===== config.mk =====
export PLATFORM = sky130hd
export DESIGN_NAME = i2c_write_word_receiver
export DESIGN_NICKNAME = d
export VERILOG_FILES = /design/src/include/i2c_word_pkg.sv /design/src/hdl/pin_sync.sv /design/src/hdl/i2c_write_word_receiver.sv
export VERILOG_INCLUDE_DIRS = /design/src /design/src/include
export SDC_FILE = /design/constraint.sdc
export NUM_CORES = 1
export LEC_CHECK = 0
export BUFFER_PORTS_ARGS = -buffer_cell sky130_fd_sc_hd__buf_4
export CAP_MARGIN = 40
export CORE_MARGIN = 4
export CORE_UTILIZATION = 45
export DETAILED_ROUTE_END_ITERATION = 16
export GPL_TIMING_DRIVEN = 1
export PLACE_DENSITY = 0.69
export SLEW_MARGIN = 20
export SYNTH_ARGS = -nofsm -noshare
export SYNTH_HDL_FRONTEND = slang
export SYNTH_SLANG_ARGS = --single-unit

===== constraint.sdc =====
create_clock -name clock -period 3.1 [get_ports clock]
set_clock_uncertainty 0.1 [all_clocks]
set_input_delay 0.155 -clock clock [delete_from_list [all_inputs] [get_ports clock]]
set_output_delay 0.155 -clock clock [all_outputs]
set_load 0.005 [all_outputs]

===== src/include/i2c_word_defines.svh =====
// Function
// RULE1: Idle bus has data and clock high, pulled up, driven by nobody.
// RULE2: Data falling while clock high is START and begins a transaction.
// RULE3: Data rising while clock high is STOP and frees the bus.
// RULE4: Device pulls data low for whole high phase of acknowledge pulse.
// RULE5: Master clocks each acknowledge slot and releases data during it.
// RULE6: Any master must leave data undriven during every acknowledge cycle.
// RULE7: Device is a receive-only slave, never drives data bytes.
// RULE8: Seven-bit address then write bit zero; acknowledge on address match.
// RULE9: Upper six address bits are fixed at 001011.
// RULE10: Select pin low gives 0010111, high gives 0010110.
// RULE11: First data byte acknowledged then latched into high input register.
// RULE12: Second data byte acknowledged then latched into low input register.
// RULE13: Master closes write-word with STOP after second acknowledge.
// RULE14: Word bits 15:12 octave, 11:2 fine frequency, 1:0 output config.
// RULE15: Input registers clear to zero at power-up.
// RULE16: Mismatch or read bit: no acknowledge, ignore bus until next START.
// RULE17: Mid-transaction START or STOP drops unacknowledged byte, keeps registers.
`ifndef I2C_WORD_DEFINES_SVH
`define I2C_WORD_DEFINES_SVH
`define ADDR_PREFIX 6'h0b
`define DIR_WRITE 1'h0
`define BYTE_LAST_BIT 3'h7
`define WORD_RESET 8'h00
`define OCTAVE_HI 15
`define OCTAVE_LO 12
`define FINE_HI 11
`define FINE_LO 2
`define CFG_HI 1
`define CFG_LO 0
`endif


===== src/include/i2c_word_pkg.sv =====
package i2c_word_pkg;
   typedef enum logic [2:0] {IDLE, ADDR, DATA_HI, DATA_LO, ACK, IGNORE} rx_state_e;
endpackage : i2c_word_pkg


===== src/hdl/pin_sync.sv =====
`timescale 1ns/1ps
module pin_sync (
   // Clock and reset
   input wire logic clock,
   input wire logic rst_b,
   // Pin and filtered level
   input wire logic pinIn,
   output logic level
);
   logic stage1_ff;
   logic stage2_ff;
   logic stage3_ff;
   always_ff @(posedge clock or negedge rst_b) begin
      if (!rst_b) begin
         stage1_ff <= 1'h1;
         stage2_ff <= 1'h1;
         stage3_ff <= 1'h1;
         level <= 1'h1;
      end else begin
         stage1_ff <= pinIn;
         stage2_ff <= stage1_ff;
         stage3_ff <= stage2_ff;
         if (stage2_ff == stage3_ff) begin
            level <= stage3_ff;
         end
      end
   end
endmodule : pin_sync


===== src/hdl/i2c_write_word_receiver.sv =====
`timescale 1ns/1ps
`include "i2c_word_defines.svh"
module i2c_write_word_receiver
   import i2c_word_pkg::*;
(
   // Clock and reset
   input wire logic clock,
   input wire logic rst_b,
   // Two-wire bus pins
   input wire logic sclIn,
   input wire logic sdaIn,
   output logic sdaOut,
   output logic sdaOe,
   // Address select strap
   input wire logic addrSel,
   // Oscillator settings
   output logic [3:0] octave_code,
   output logic [9:0] fineFreq,
   output logic [1:0] output_config,
   output logic wordValid
);
   logic scl;
   logic sda;
   logic sclPrev_ff;
   logic sdaPrev_ff;
   rx_state_e state_ff;
   rx_state_e nxt_state;
   rx_state_e afterAck_ff;
   logic [7:0] shift_ff;
   logic [2:0] bitCnt_ff;
   logic [7:0] hiReg_ff;
   logic [7:0] loReg_ff;
   logic selLevel;
   logic ackDrive_ff;
   logic [1:0] ackKind_ff;
   logic valid_ff;

   pin_sync u_scl (.clock(clock), .rst_b(rst_b), .pinIn(sclIn), .level(scl));
   pin_sync u_sda (.clock(clock), .rst_b(rst_b), .pinIn(sdaIn), .level(sda));
   pin_sync u_sel (.clock(clock), .rst_b(rst_b), .pinIn(addrSel), .level(selLevel));

   wire sclRise = scl & ~sclPrev_ff;
   wire sclFall = ~scl & sclPrev_ff;
   wire startCond = sclPrev_ff & scl & sdaPrev_ff & ~sda; // RULE2
   wire stopCond = sclPrev_ff & scl & ~sdaPrev_ff & sda; // RULE3
   wire [7:0] rxByte = {shift_ff[6:0], sda};
   wire [6:0] myAddr = {`ADDR_PREFIX, ~selLevel}; // RULE9 RULE10
   wire addrHit = (rxByte[7:1] == myAddr) && (rxByte[0] == `DIR_WRITE); // RULE8
   wire byteDone = sclRise && (bitCnt_ff == `BYTE_LAST_BIT);
   wire inByte = (state_ff == ADDR) || (state_ff == DATA_HI) || (state_ff == DATA_LO);

   always_ff @(posedge clock or negedge rst_b) begin
      if (!rst_b) begin
         sclPrev_ff <= 1'h1;
         sdaPrev_ff <= 1'h1;
      end else begin
         sclPrev_ff <= scl;
         sdaPrev_ff <= sda;
      end
   end

   always_ff @(posedge clock or negedge rst_b) begin
      if (!rst_b) begin
         state_ff <= IDLE;
         afterAck_ff <= IDLE;
         shift_ff <= `WORD_RESET;
         bitCnt_ff <= 3'h0;
         ackDrive_ff <= 1'h0;
         ackKind_ff <= 2'h0;
         hiReg_ff <= `WORD_RESET; // RULE15
         loReg_ff <= `WORD_RESET; // RULE15
         valid_ff <= 1'h0;
      end else begin
         valid_ff <= 1'h0;
         if (startCond) begin
            // Abandon partial byte, keep latched registers
            state_ff <= ADDR; // RULE2 RULE17
            bitCnt_ff <= 3'h0;
            ackDrive_ff <= 1'h0;
         end else if (stopCond) begin
            state_ff <= IDLE; // RULE3 RULE17
            ackDrive_ff <= 1'h0;
         end else begin
            case (state_ff)
               ADDR, DATA_HI, DATA_LO: begin
                  if (sclRise) begin
                     shift_ff <= rxByte;
                     bitCnt_ff <= bitCnt_ff + 3'h1;
                  end
                  if (byteDone) begin
                     if (state_ff == ADDR && !addrHit) begin
                        state_ff <= IGNORE; // RULE16
                     end else begin
                        state_ff <= ACK;
                        afterAck_ff <= nxt_state;
                        ackKind_ff <= (state_ff == ADDR) ? 2'h0 :
                                      (state_ff == DATA_HI) ? 2'h1 : 2'h2;
                     end
                  end
               end
               ACK: begin
                  // Drive low from falling edge through the ack high phase
                  if (sclFall && !ackDrive_ff) begin
                     ackDrive_ff <= 1'h1; // RULE4
                  end else if (sclFall && ackDrive_ff) begin
                     ackDrive_ff <= 1'h0;
                     state_ff <= afterAck_ff;
                     bitCnt_ff <= 3'h0;
                     if (ackKind_ff == 2'h1) begin
                        hiReg_ff <= shift_ff; // RULE11
                     end else if (ackKind_ff == 2'h2) begin
                        loReg_ff <= shift_ff; // RULE12
                        valid_ff <= 1'h1;
                     end
                  end
               end
               IDLE, IGNORE: begin
                  ackDrive_ff <= 1'h0;
               end
               default: begin
                  state_ff <= IDLE;
               end
            endcase
         end
      end
   end

   always_comb begin
      case (state_ff)
         ADDR: nxt_state = DATA_HI;
         DATA_HI: nxt_state = DATA_LO;
         default: nxt_state = IGNORE;
      endcase
   end

   // Open-drain: only ever pulls low, never sends data
   assign sdaOut = 1'h0; // RULE7
   assign sdaOe = ackDrive_ff; // RULE4 RULE7

   wire [15:0] word = {hiReg_ff, loReg_ff};
   assign octave_code = word[`OCTAVE_HI:`OCTAVE_LO]; // RULE14
   assign fineFreq = word[`FINE_HI:`FINE_LO]; // RULE14
   assign output_config = word[`CFG_HI:`CFG_LO]; // RULE14
   assign wordValid = valid_ff;

   // Assertions
   property p_ack_held_high;
      @(posedge clock) disable iff (!rst_b)
         (sdaOe && scl && !startCond && !stopCond) |=> sdaOe;
   endproperty
   a_ack_held_high: assert property (p_ack_held_high) else $error("ack dropped in high"); // RULE4

   property p_idle_no_drive;
      @(posedge clock) disable iff (!rst_b)
         (state_ff == IDLE || state_ff == IGNORE) |-> !sdaOe;
   endproperty
   a_idle_no_drive: assert property (p_idle_no_drive) else $error("driving while idle"); // RULE16

   property p_start_to_addr;
      @(posedge clock) disable iff (!rst_b) startCond |=> state_ff == ADDR;
   endproperty
   a_start_to_addr: assert property (p_start_to_addr) else $error("start missed"); // RULE2

   property p_stop_to_idle;
      @(posedge clock) disable iff (!rst_b) (stopCond && !startCond) |=> state_ff == IDLE;
   endproperty
   a_stop_to_idle: assert property (p_stop_to_idle) else $error("stop missed"); // RULE3

   property p_miss_ignored;
      @(posedge clock) disable iff (!rst_b)
         (state_ff == ADDR && byteDone && !addrHit && !startCond && !stopCond)
         |=> state_ff == IGNORE;
   endproperty
   a_miss_ignored: assert property (p_miss_ignored) else $error("bad address acked"); // RULE16

   property p_hit_acks;
      @(posedge clock) disable iff (!rst_b)
         (state_ff == ADDR && byteDone && addrHit && !startCond && !stopCond)
         |=> state_ff == ACK;
   endproperty
   a_hit_acks: assert property (p_hit_acks) else $error("address not acked"); // RULE8

   property p_valid_from_lo;
      @(posedge clock) disable iff (!rst_b) wordValid |-> $past(state_ff) == ACK;
   endproperty
   a_valid_from_lo: assert property (p_valid_from_lo) else $error("stray word flag"); // RULE12

   property p_lo_with_valid;
      @(posedge clock) disable iff (!rst_b) $changed(loReg_ff) |-> wordValid;
   endproperty
   a_lo_with_valid: assert property (p_lo_with_valid) else $error("low changed"); // RULE12

   property p_regs_stable_outside_ack;
      @(posedge clock) disable iff (!rst_b) ($past(state_ff) != ACK) |-> $stable(hiReg_ff);
   endproperty
   a_regs_stable_outside_ack: assert property (p_regs_stable_outside_ack) // RULE17
      else $error("high register changed");

   property p_start_drops_byte;
      @(posedge clock) disable iff (!rst_b) startCond |=> (bitCnt_ff == 3'h0) && !sdaOe;
   endproperty
   a_start_drops_byte: assert property (p_start_drops_byte) else $error("byte kept"); // RULE17

   property p_map_octave;
      @(posedge clock) disable iff (!rst_b) octave_code == hiReg_ff[7:4];
   endproperty
   a_map_octave: assert property (p_map_octave) else $error("octave mapping"); // RULE14

   property p_map_fine;
      @(posedge clock) disable iff (!rst_b) fineFreq == {hiReg_ff[3:0], loReg_ff[7:2]};
   endproperty
   a_map_fine: assert property (p_map_fine) else $error("fine mapping"); // RULE14

   property p_map_config;
      @(posedge clock) disable iff (!rst_b) output_config == loReg_ff[1:0];
   endproperty
   a_map_config: assert property (p_map_config) else $error("config mapping"); // RULE14

   property p_never_drive_high;
      @(posedge clock) disable iff (!rst_b) sdaOe |-> !sdaOut;
   endproperty
   a_never_drive_high: assert property (p_never_drive_high) else $error("drove high"); // RULE7

   property p_quiet_in_byte;
      @(posedge clock) disable iff (!rst_b) inByte |-> !sdaOe;
   endproperty
   a_quiet_in_byte: assert property (p_quiet_in_byte) else $error("drove during byte"); // RULE7

   c_start: cover property (@(posedge clock) disable iff (!rst_b) startCond);
   c_word: cover property (@(posedge clock) disable iff (!rst_b) wordValid);
   c_ignore: cover property (@(posedge clock) disable iff (!rst_b) state_ff == IGNORE);
   c_ack_high: cover property (@(posedge clock) disable iff (!rst_b) sdaOe && scl);
endmodule : i2c_write_word_receiver


; Word-level counts from Yosys, hierarchy flattened
; Index checks and enable logic that the tools add are counted.
[word_totals]
register_bits = 51
inputBits = 5
output_inout_bits = 19
wordCells = 109
[classes]
n_addsub = 1
n_eq_ne = 21
mux = 28
bitwise_logic = 17
reduce_logical = 19
[op_table]
columns = op, n
row1 = 2-to-1 mux 3 bit, 10
row2 = 2-to-1 mux 1 bit, 12
row3 = != test 3 bit (second input constant), 4
row4 = != test 4 bit (second input constant), 3
row5 = case mux 3 bit (2 select lines), 2
row6 = NOT 1 bit, 10
row7 = AND reduction 5 bit, 2
row8 = == test 3 bit (second input constant), 3
row9 = case mux 3 bit (3 select lines), 1
row10 = AND reduction 4 bit, 2
row11 = AND 1 bit, 7
row12 = == test 7 x 5 -> 1 bit, 1
row13 = AND reduction 7 bit, 1
row14 = == test 3 x 2 -> 1 bit (second input constant), 2
row15 = AND reduction 6 bit, 1
row16 = logical AND 1 bit, 5
row17 = != test 5 bit (second input constant), 1
row18 = 2-to-1 mux 2 bit, 2
row19 = nonzero test 4 bit, 1
row20 = adder 3 x 1 -> 3 bit (second input constant), 1
row21 = == test 1 bit, 3
row22 = == test 3 x 1 -> 1 bit (second input constant), 1
row23 = zero test 3 bit, 1
row24 = nonzero test 3 bit, 1
row25 = 8 further kinds, 9

; Depth between registers and ports, before layout
; Gate-level depths: netlist of the first run.
[depth]
ltp_word = 10
depth_mapped = 6

; Cells and area by module
; From an unflattened synthesis of the first run, not the netlist that was laid out.
[hier_totals]
hier_cells = 144
area_unflattened_um2 = 2044.5
[by_module_without_submodules]
columns = mod, instances, cells_per_inst, area_per_inst_um2
row1 = i2c_write_word_receiver, 1, 129, 1695.4
row2 = pin_sync, 3, 5, 116.4

; Worst setup path before layout of the first run
; OpenSTA, ideal clock, no wires.
[synth_path]
path_kind = register to register
start = reg u_scl.level
end = reg loReg_ff[0]
setup_ns = 0.125
arrival_ns = 1.553
required_ns = 2.875
setup_slack_ns = 1.323
path_stages_with_launch = 7
n_path_buf = 2
synth_period_minus_slack_ns = 1.777
cell_sequence = dfstp_2 -> buf_6 -> and4b_1 -> and2_1 -> buf_6 -> nand3b_4 -> mux2_2
[synth_via]
elab_chain_len = 5
word_cells_on_any_way = 13
[synth_rtl]
columns = item, line_no
row1 = start: declaration, pin_sync.sv:8  ; output logic level
row2 = start signal: assignment, pin_sync.sv:24  ; level <= stage3_ff;
row3 = AND 1 bit / NOT 1 bit (equally long branches), "i2c_write_word_receiver.sv:44, i2c_write_word_receiver.sv:45, i2c_write_word_receiver.sv:43"
row4 = "AND 1 bit, on equally long branches", "i2c_write_word_receiver.sv:45, i2c_write_word_receiver.sv:43, i2c_write_word_receiver.sv:44"
row5 = "AND 1 bit, or another cell as far along", i2c_write_word_receiver.sv:45  ; wire stopCond = sclPrev_ff & scl & ~sdaPrev_ff & sda;
row6 = NOT 1 bit (no line), --
row7 = AND reduction 7 bit (no line) (*), --
row8 = end signal: assignment, i2c_write_word_receiver.sv:71  ; loReg_ff <= `WORD_RESET;
row9 = end signal: assignment, i2c_write_word_receiver.sv:112  ; loReg_ff <= shift_ff;
row10 = end: declaration, i2c_write_word_receiver.sv:32  ; logic [7:0] loReg_ff;
; Mark *: on every way between the ends. The rest lies on a longest branch, timed or not.
; A chain may end at the register's enable or synchronous reset.

; Worst setup path after layout of the first run
[layout_path]
start = reg state_ff[2]
end = reg loReg_ff[3]
[layout_via]
elab_chain_len = 2
[layout_rtl]
columns = item, line_no
row1 = start: declaration, i2c_write_word_receiver.sv:26  ; rx_state_e state_ff;
row2 = start signal: assignment, i2c_write_word_receiver.sv:107  ; state_ff <= afterAck_ff;
row3 = == test 3 bit, i2c_write_word_receiver.sv:84  ; case (state_ff)
row4 = AND reduction 7 bit (no line), --
; No other way between the ends.

==> reports/metrics.yaml, run 1 <==
run_status:
  status: "completed"
detailed_routing:
  wl_met3_um: 152
  drt_iter0_drc: 155
  met2_length_mm: 1.90
  routed_wl_mm: 3.88
  wl_met1_mm: 1.75
  wire_per_inst_um: 15.9
  drtAntennaViolNets: 0
  drc_errors: 0
  top_layer: "met4"
  drt_pass1_iterations: 4
  via_per_inst: 5.41
  vias: 1315
layout:
  layout-drive-gt1-share_pct: 34.6
  fin_util_pct: 54.8
  fillers: 370
  fin_cells: 243
  nets: 197
  antennaDiodeCount: 0
  area_growth_pct: 16.0
  seqCellArea_um2: 1270
  layout_common_cells: "dfrtp_1, nand2_1, buf_4, mux2_2, dfstp_2"
  multi_input_area_um2: 741
  layout_commonest_cell: "dfrtp_1"
pwr:
  pwr-share-seq_pct: 56.2
  switching_power_mw: 0.409
  power_mw: 1.51
  swShare_pct: 27.0
  power.clock.fraction_pct: 30.6
  pwr_density_cell_nw_per_um2: 625
  leakage_nw: 1.19
  pwr-share-comb_pct: 13.1
  intPower_mw: 1.10
  irDropWorstVdd_uv: 328
floorplanning:
  chipHeight_um: 76.1
  die_w_um: 76.1
  rows: 24
  core_area_um2: 4410
  pin_count: 24
  die-area_um2: 5790
  start_util_pct: 47.3
timing:
  period_needed_ns: 1.95
  slew_violations: 0
  fmax_mhz: 513
  setup-violations-final: 0
  tightest_slew_ns: 0.616
  period_share_pct: 62.9
  hold_violations: 0
  tns_ns: 0
  rsz0062_at_grt: "false"
  slew_headroom_pct: 58.9
yosys:
  async_reset_ff_share_pct: 100
  syn_area_um2: 2090
  synthCells: 166
  synthDistinctLibCells: 46
  ys.warnings.count: 0
  synth_edf_count: 0
  ys_ff_latch: 50
  synth_flop_cell: "dfrtp_1"
  synth_area_per_cell_um2: 12.6
  seq_area_frac_synth_pct: 60.8
  syn_nets: 173
placed_design:
  port_buffers: 22
  dp_cells: 231
  gp_congestion: 0.897
  dp_hpwl_mm: 2.67
worst_setup_path:
  crit_fanout: 16
  worstPathCellList: "and4b_1 > and2_1 > nand3b_4 > mux2_4"
  r2r_slack_ns: 1.15
  cp_slowest_cell: "dfrtp_1"
  max_stage_delay_ns: 0.61
  critical_path_class: "flop to flop"
  critPathRequiredTime_ns: 3.18
  cp-start-kind: "flop"
  setup.worst_path.end_class: "flop"
  arrival_ns: 2.03
clock_network:
  clk_pin_slew_worst_paths_ns: 0.08
  cts_made_buffers: 5
  cts_tree: "built"
  clock-sinks: 50
  worstSkewPairLatency_ns: 0.29
  clock_path_buffers: 2
  htree_levels: 2
  cts_resized: 0
  cts-root-buf: "clkbuf_8"
global_route:
  grt_max_degree: 51
  overflow: 0
  antenna_found_initial: 0
  grt_pass1_vias: 1371
  grt_first_pass_wirelength_mm: 6.90
  grtUsageTotal_pct: 14.6
min_path:
  hold_class: "flop to flop"
job:
  maxCapViolations: 0
[synthesized netlist by cell type, types with 2 or more instances]
master	number	share of area (%)
maj3_1	3	1.4
nor2_1	3	0.54
a31oi_1	2	0.60
ha_1	2	1.2
mux2_2	16	8.6
xor2_1	2	0.84
buf_6	2	1.1
nand3_1	3	0.72
nand2b_1	2	0.60
dfstp_2	14	18
nand2_1	27	4.9
clkbuf_1	3	0.54
dfrtp_1	36	43
o211ai_1	3	1.1
nor3_1	3	0.72
inv_1	4	0.72
a22o_1	2	0.84
a21oi_1	3	0.72
nand3b_1	2	0.72
or3_1	2	0.60
o21ai_0	5	1.2
buf_2	3	0.72
[cells by family (layout without fill, tap and decap cells)]
kind of cell / count (synthesis) / after routing / synth area share (%)
mux: 17 / 17 / 9.36
other cells: 1 / 1 / 0.180
flops: 50 / 50 / 60.8
xor+xnor: 2 / 2 / 0.840
simple gates: 54 / 54 / 14.6
buf+inv: 14 / 39 / 3.66
compound gates: 23 / 23 / 7.86
fa+ha+maj: 5 / 5 / 2.64
[timing repair]
action | 4_1_cts | 5_1_grt
setup buffers | 0 | 0
hold buffers | 4 | 0
endpoints found under the hold margin | 39 | 0
[sequential cells by signal, summed over array words and instances, names as in the netlist, 3 cells and up]
signal	count
bitCnt_ff	3
state_ff	3
loReg_ff	8
afterAck_ff	3
hiReg_ff	8
shift_ff	8
[final cells by class]
type	instances	area share (%)
Clock buffer	7	3.57
Clock inverter	1	1.24
Inverter	4	0.621
Multi-Input combinational cell	102	30.6
Sequential cell	50	52.5
Tap cell	52	2.69
Timing Repair Buffer	27	8.79
[per-stage QoR]
stage,hold slack (ns),area [um^2],setup WS (ns)
2_1_floorplan,-0.241,2090,1.32
3_3_place_gp,0.104,2260,1.26
6_report,0.258,2420,1.15
3_5_place_dp,0.113,2260,1.18
5_1_grt,0.264,2420,1.10
4_1_cts,0.259,2420,1.17
[power by group through the flow]
stage | clock (mW) | combinational, mW | sequential [mW]
global placement | 0 | 0.186 | 0.854
floorplan | 0 | 0.170 | 0.812
CTS | 0.474 | 0.203 | 0.848
detailed placement | 0 | 0.198 | 0.860
finish | 0.463 | 0.199 | 0.850
global route | 0.510 | 0.229 | 0.863
[metal layers]
layer	global-route usage (%)	vias up
met5	0	-
met4	5.77	0
met3	3.90	8
met2	23.1	23
met1	19.0	657
li1	-	627
[path summary, 6_finish.rpt]
check / start / cells past startpoint / to
max in group asynchronous: rst_b / 2 / loReg_ff[0]
hold reg to reg: u_sel.stage1_ff / 0 / u_sel.stage2_ff
hold / removal: u_sel.stage1_ff / 0 / u_sel.stage2_ff
setup reg to reg: state_ff[2] / 4 / loReg_ff[3]
min in group asynchronous: rst_b / 2 / wordValid
setup / recovery: state_ff[2] / 4 / loReg_ff[3]
[worst max-delay path: cells and delay by family, from the launching register on]
family | cells | cell delay [ns]
simple gates | 3 | 0.79
flops | 1 | 0.61
mux | 1 | 0.33
Power figures use the tool's default switching activity.
==> run 2: changes to the inputs <==
--- a/config.mk
+++ b/config.mk
@@ -12,7 +12,7 @@
 export CORE_UTILIZATION = 45
 export DETAILED_ROUTE_END_ITERATION = 16
 export GPL_TIMING_DRIVEN = 1
-export PLACE_DENSITY = 0.69
+export PLACE_DENSITY = 0.72
 export SLEW_MARGIN = 20
 export SYNTH_ARGS = -nofsm -noshare
 export SYNTH_HDL_FRONTEND = slang
==> constraint.sdc (replaced) <==
create_clock -name clock -period 1.65 [get_ports clock]
set_clock_uncertainty 0.1 [all_clocks]
set_input_delay 0.0825 -clock clock [delete_from_list [all_inputs] [get_ports clock]]
set_output_delay 0.0825 -clock clock [all_outputs]
set_load 0.005 [all_outputs]
==> run 2 against run 1 <==
Net effect: the flow now finishes with violations (negative setup slack); critical path depth rose by 1; hold slack worse by 0.027 ns; wire length grew 13%; die area is the same; sequential share of layout area down 4.9 points; cell count rose by 7.4%; global-route usage rose by 1.3 points; critical path type unchanged; critical endpoint is now ackKind_ff[0]; highest routed layer unchanged.
==> reports/metrics.yaml, run 2 (synthesized netlist as in run 1, its figures left out) <==
run_status:
  status: "finished with violations"
  violations: "negative setup slack"
detailed_routing:
  drtAntennaViolNets: 0
  drc_errors: 0
  via_per_inst: 5.38
  routed_wl_mm: 4.38
  vias: 1405
  drt_iter0_drc: 149
  drt_pass1_iterations: 4
  wire_per_inst_um: 16.8
timing:
  tightest_slew_ns: 0.602
  period_needed_ns: 1.75
  setup_slack_ns: -0.0969
  slew_headroom_pct: 59.9
  setup-violations-final: 19
  slew_violations: 0
  hold_slack_ns: 0.231
  period_share_pct: 106
  fmax_mhz: 572
  rsz0062_at_grt: "true"
  tns_ns: -0.858
  hold_violations: 0
floorplanning:
  rows: 24
  core_area_um2: 4410
  die-area_um2: 5790
  pin_count: 24
  start_util_pct: 47.3
  chipHeight_um: 76.1
  die_w_um: 76.1
clock_network:
  cts_made_buffers: 5
  clock-sinks: 50
  clk_pin_slew_worst_paths_ns: 0.09
  clock_path_buffers: 2
  cts_tree: "built"
  worstSkewPairLatency_ns: 0.31
  cts-root-buf: "clkbuf_8"
  htree_levels: 2
worst_setup_path:
  cp_slowest_cell: "or4b_4"
  critPathRequiredTime_ns: 1.73
  arrival_ns: 1.83
  cp-start-kind: "flop"
  setup.worst_path.end_class: "flop"
  crit_fanout: 6
  critical_path_class: "flop to flop"
  worstPathCellList: "ha_2 > ha_4 > or4b_4 > a22oi_2 > o31ai_2"
  max_stage_delay_ns: 0.52
pwr:
  irDropWorstVdd_uv: 536
  leakage_nw: 1.36
  pwr_density_cell_nw_per_um2: 1080
layout:
  seqCellArea_um2: 1270
  final_area_um2: 2670
  fillers: 343
  antennaDiodeCount: 0
  multi_input_area_um2: 881
  area_growth_pct: 28.0
  layout-drive-gt1-share_pct: 45.5
  layout_common_cells: "buf_4, dfrtp_1, nand2_1, mux2_4, dfstp_2"
  nets: 215
  fin_cells: 261
  layout_commonest_cell: "buf_4"
  reg_top3: "hiReg_ff (8), loReg_ff (8), shift_ff (8)"
global_route:
  grtUsageTotal_pct: 15.9
  antenna_found_initial: 0
  grt_max_degree: 51
  grt_first_pass_wirelength_mm: 7.50
  grt_pass1_vias: 1469
  overflow: 0
min_path:
  hold_class: "primary input to async pin"
placed_design:
  dp_hpwl_mm: 2.80
  port_buffers: 22
  pre_cts_ws_ns: -0.127
  dp_cells: 242
  gp_congestion: 0.908
  placed_area_um2: 2390
job:
  maxCapViolations: 0
[run 2: cell types whose count changed in the layout (fill, tap and decap cells not counted), moves of 2 or more]
cell	before	now
mux2_2	16	3
buf_6	0	3
o21ai_1	0	2
o21ai_0	5	2
buf_4	23	37
mux2_4	1	14
ha_1	2	0
[run 2: path summary, 6_finish.rpt]
| check | cells after the start | to | slack, ns | from |
|---|---|---|---|---|
| min in group clock | 0 | u_scl.stage2_ff | 0.26 | u_scl.stage1_ff |
| max in group asynchronous | 2 | bitCnt_ff[2] | 0.82 | rst_b |
| worst max register to register | 5 | ackKind_ff[0] | -0.1 | bitCnt_ff[0] |
| worst min register to register | 0 | u_scl.stage2_ff | 0.26 | u_scl.stage1_ff |
| worst max-delay path | 5 | ackKind_ff[0] | -0.1 | bitCnt_ff[0] |
| worst min-delay path | 2 | hiReg_ff[0] | 0.23 | rst_b |
[run 2: final cells by class]
| type | count | share of cell area [%] |
|---|---|---|
| well taps | 52 | 2.44 |
| clock inverters | 3 | 0.750 |
| inverters | 4 | 0.562 |
| repair buffers | 44 | 13.2 |
| clock buffers | 5 | 2.58 |
| multi-input cells | 103 | 33.0 |
| flip-flops and latches | 50 | 47.5 |
[run 2: layer usage]
metal / vias to the layer above / part of all wire (%) / track usage (%)
li1: 659 / - / -
met1: 706 / 44 / 21.9
met2: 29 / 50 / 23.6
met3: 11 / 3.5 / 4.37
met4: 0 / 2.3 / 6.29
met5: - / 0 / 0
[run 2: power by group]
group	total [mW]	internal [mW]	switching, mW
logic	0.601	0.298	0.303
registers	1.56	1.40	0.160
clock network	0.708	0.299	0.409
total	2.87	2.00	0.872
[run 2: worst max-delay path, delay by kind of cell (launching register included)]
family | cells | cell delay, ns
and+or+nand+nor | 1 | 0.52
DFF | 1 | 0.39
adders and majority gates | 2 | 0.32
AOI/OAI and AO/OA | 2 | 0.29
[run 2: stage by stage]
stage	power [mW]	utilization, %
after floorplan	1.86	-
after global placement	2.01	54.1
after detailed placement	2.05	54.1
after CTS	2.84	58.9
after global routing	3.06	60.5
final	2.87	60.5
[run 2: timing repair]
item / 4_1_cts / 5_1_grt
hold buffers: 4 / 0
endpoints found under the hold margin: 39 / 0
setup endpoints to repair: 26 / 33
resized for setup: 12 / 12
buffers inserted: 3 / 3
cloned: 1 / 0
pin swaps: 5 / 4
==> run 3: changes to the inputs <==
--- a/config.mk
+++ b/config.mk
@@ -12,7 +12,7 @@
 export CORE_UTILIZATION = 45
 export DETAILED_ROUTE_END_ITERATION = 16
 export GPL_TIMING_DRIVEN = 1
-export PLACE_DENSITY = 0.72
+export PLACE_DENSITY = 0.75
 export SLEW_MARGIN = 20
 export SYNTH_ARGS = -nofsm -noshare
 export SYNTH_HDL_FRONTEND = slang
==> run 3 against run 2 <==
Net effect: the flow still finishes with violations (negative setup slack); via count grew 3.4%; worst setup slack gained 0.025 ns; non-clock buffer count grew 4; die area is the same; first-iteration DRC count shrank 33%; cell count grew 1.5%; wire length shrank 0.11%.
==> reports/metrics.yaml, run 3 (synthesized netlist as in run 1, its figures left out) <==
placed_design:
  gp_congestion: 0.915
  placed_area_um2: 2420
  dp_cells: 246
  dp_hpwl_mm: 2.89
  port_buffers: 22
pwr:
  pwr-share-seq_pct: 53.4
  pwr-share-comb_pct: 21.5
  pwr_density_cell_nw_per_um2: 1090
  power.clock.fraction_pct: 25.2
  power_mw: 2.93
  irDropWorstVdd_uv: 626
  intPower_mw: 2.08
  switching_power_mw: 0.859
  leakage_nw: 1.35
  swShare_pct: 29.3
layout:
  seqCellArea_um2: 1270
  area_growth_pct: 29.3
  antennaDiodeCount: 0
  layout_common_cells: "buf_4, dfrtp_1, nand2_1, mux2_4, dfstp_2"
  fin_util_pct: 61.1
  fillers: 333
  multi_input_area_um2: 878
  layout-drive-gt1-share_pct: 46.0
  layout_commonest_cell: "buf_4"
  nets: 219
  reg_top3: "hiReg_ff (8), loReg_ff (8), shift_ff (8)"
  fin_cells: 265
  final_area_um2: 2700
floorplanning:
  rows: 24
  start_util_pct: 47.3
  die_w_um: 76.1
  die-area_um2: 5790
  core_area_um2: 4410
  pin_count: 24
  chipHeight_um: 76.1
detailed_routing:
  drtAntennaViolNets: 0
  wire_per_inst_um: 16.5
  via_per_inst: 5.48
  routed_wl_mm: 4.37
  drc_errors: 0
  drt_iter0_drc: 100
  drt_pass1_iterations: 4
  vias: 1453
timing:
  setup-violations-final: 22
  fmax_mhz: 581
  tightest_slew_ns: 0.600
  period_share_pct: 104
  rsz0062_at_grt: "true"
  period_needed_ns: 1.72
  slew_violations: 0
  hold_slack_ns: 0.223
  setup_slack_ns: -0.0723
  slew_headroom_pct: 60.0
  hold_violations: 0
clock_network:
  cts_made_buffers: 5
  worstSkewPairLatency_ns: 0.30
  cts_tree: "built"
  cts-root-buf: "clkbuf_8"
  clock-sinks: 50
  htree_levels: 2
  clock_path_buffers: 2
  clk_pin_slew_worst_paths_ns: 0.09
global_route:
  grt_max_degree: 51
  overflow: 0
  grt_pass1_vias: 1443
  antenna_found_initial: 0
  grtUsageTotal_pct: 15.6
  grt_first_pass_wirelength_mm: 7.32
job:
  maxCapViolations: 0
worst_setup_path:
  critical_path_class: "flop to flop"
  cp-start-kind: "flop"
  setup.worst_path.end_class: "flop"
  crit_fanout: 8
  reg2reg_depth: 4
  arrival_ns: 1.82
  critPathRequiredTime_ns: 1.74
min_path:
  hold_class: "primary input to async pin"
run_status:
  status: "finished with violations"
  violations: "negative setup slack"
==> run 3: area by class of cell <==
cell class | instances | area share [%]
inverters | 4 | 0.557
flip-flops and latches | 50 | 47.1
repair buffers | 48 | 13.9
clock inverters | 1 | 0.325
multi-input cells | 103 | 32.6
clock buffers | 7 | 3.20
well taps | 52 | 2.41
==> run 3: power groups by stage <==
stage	clock [mW]	combinational, mW	sequential (mW)
floorplan	0	0.328	1.53
global placement	0	0.496	1.56
detailed placement	0	0.521	1.57
CTS	0.760	0.574	1.55
global route	0.823	0.702	1.59
finish	0.738	0.629	1.57
==> run 3: through the flow <==
stage	worst slack [ns]	TNS [ns]
CTS	-0.0680	-0.805
global route	-0.125	-2.18
floorplan	-0.121	-1.88
detailed placement	-0.165	-2.82
global placement	-0.0780	-1.05
finish	-0.0723	-0.920
==> run 3: worst paths after layout <==
| check | startpoint | end | slack, ns |
|---|---|---|---|
| setup reg to reg | u_scl.level | hiReg_ff[6] | -0.07 |
| min in group clock | u_sda.stage1_ff | u_sda.stage2_ff | 0.26 |
| hold reg to reg | u_sda.stage1_ff | u_sda.stage2_ff | 0.26 |
| max in group asynchronous | rst_b | bitCnt_ff[0] | 0.82 |
| setup / recovery | u_scl.level | hiReg_ff[6] | -0.07 |
| hold / removal | rst_b | loReg_ff[0] | 0.22 |
==> run 3: timing repair <==
item                                    in CTS  in global routing
endpoints found under the hold margin       39                  0
pin swaps                                    4                  7
gates resized for setup                     13                  9
hold buffers                                 4                  0
setup buffers                                4                  2
gates cloned                                 1                  0
endpoints found under the setup margin      31                 33
==> run 3: worst max-delay path: stages, from the launching register on <==
cell and delay, ns:
dfstp_2 0.59, and4b_1 0.22, and2_4 0.18, nand3_4 0.17, mux2_2 0.35
==> run 3: routing by layer <==
layer  wire, um  GRT usage (%)  vias up
met2       2190           24.5       44
met4         43           4.20        0
met3        241           3.78        4
met5          0              0        -
met1       1900           21.6      735
li1           -              -      670
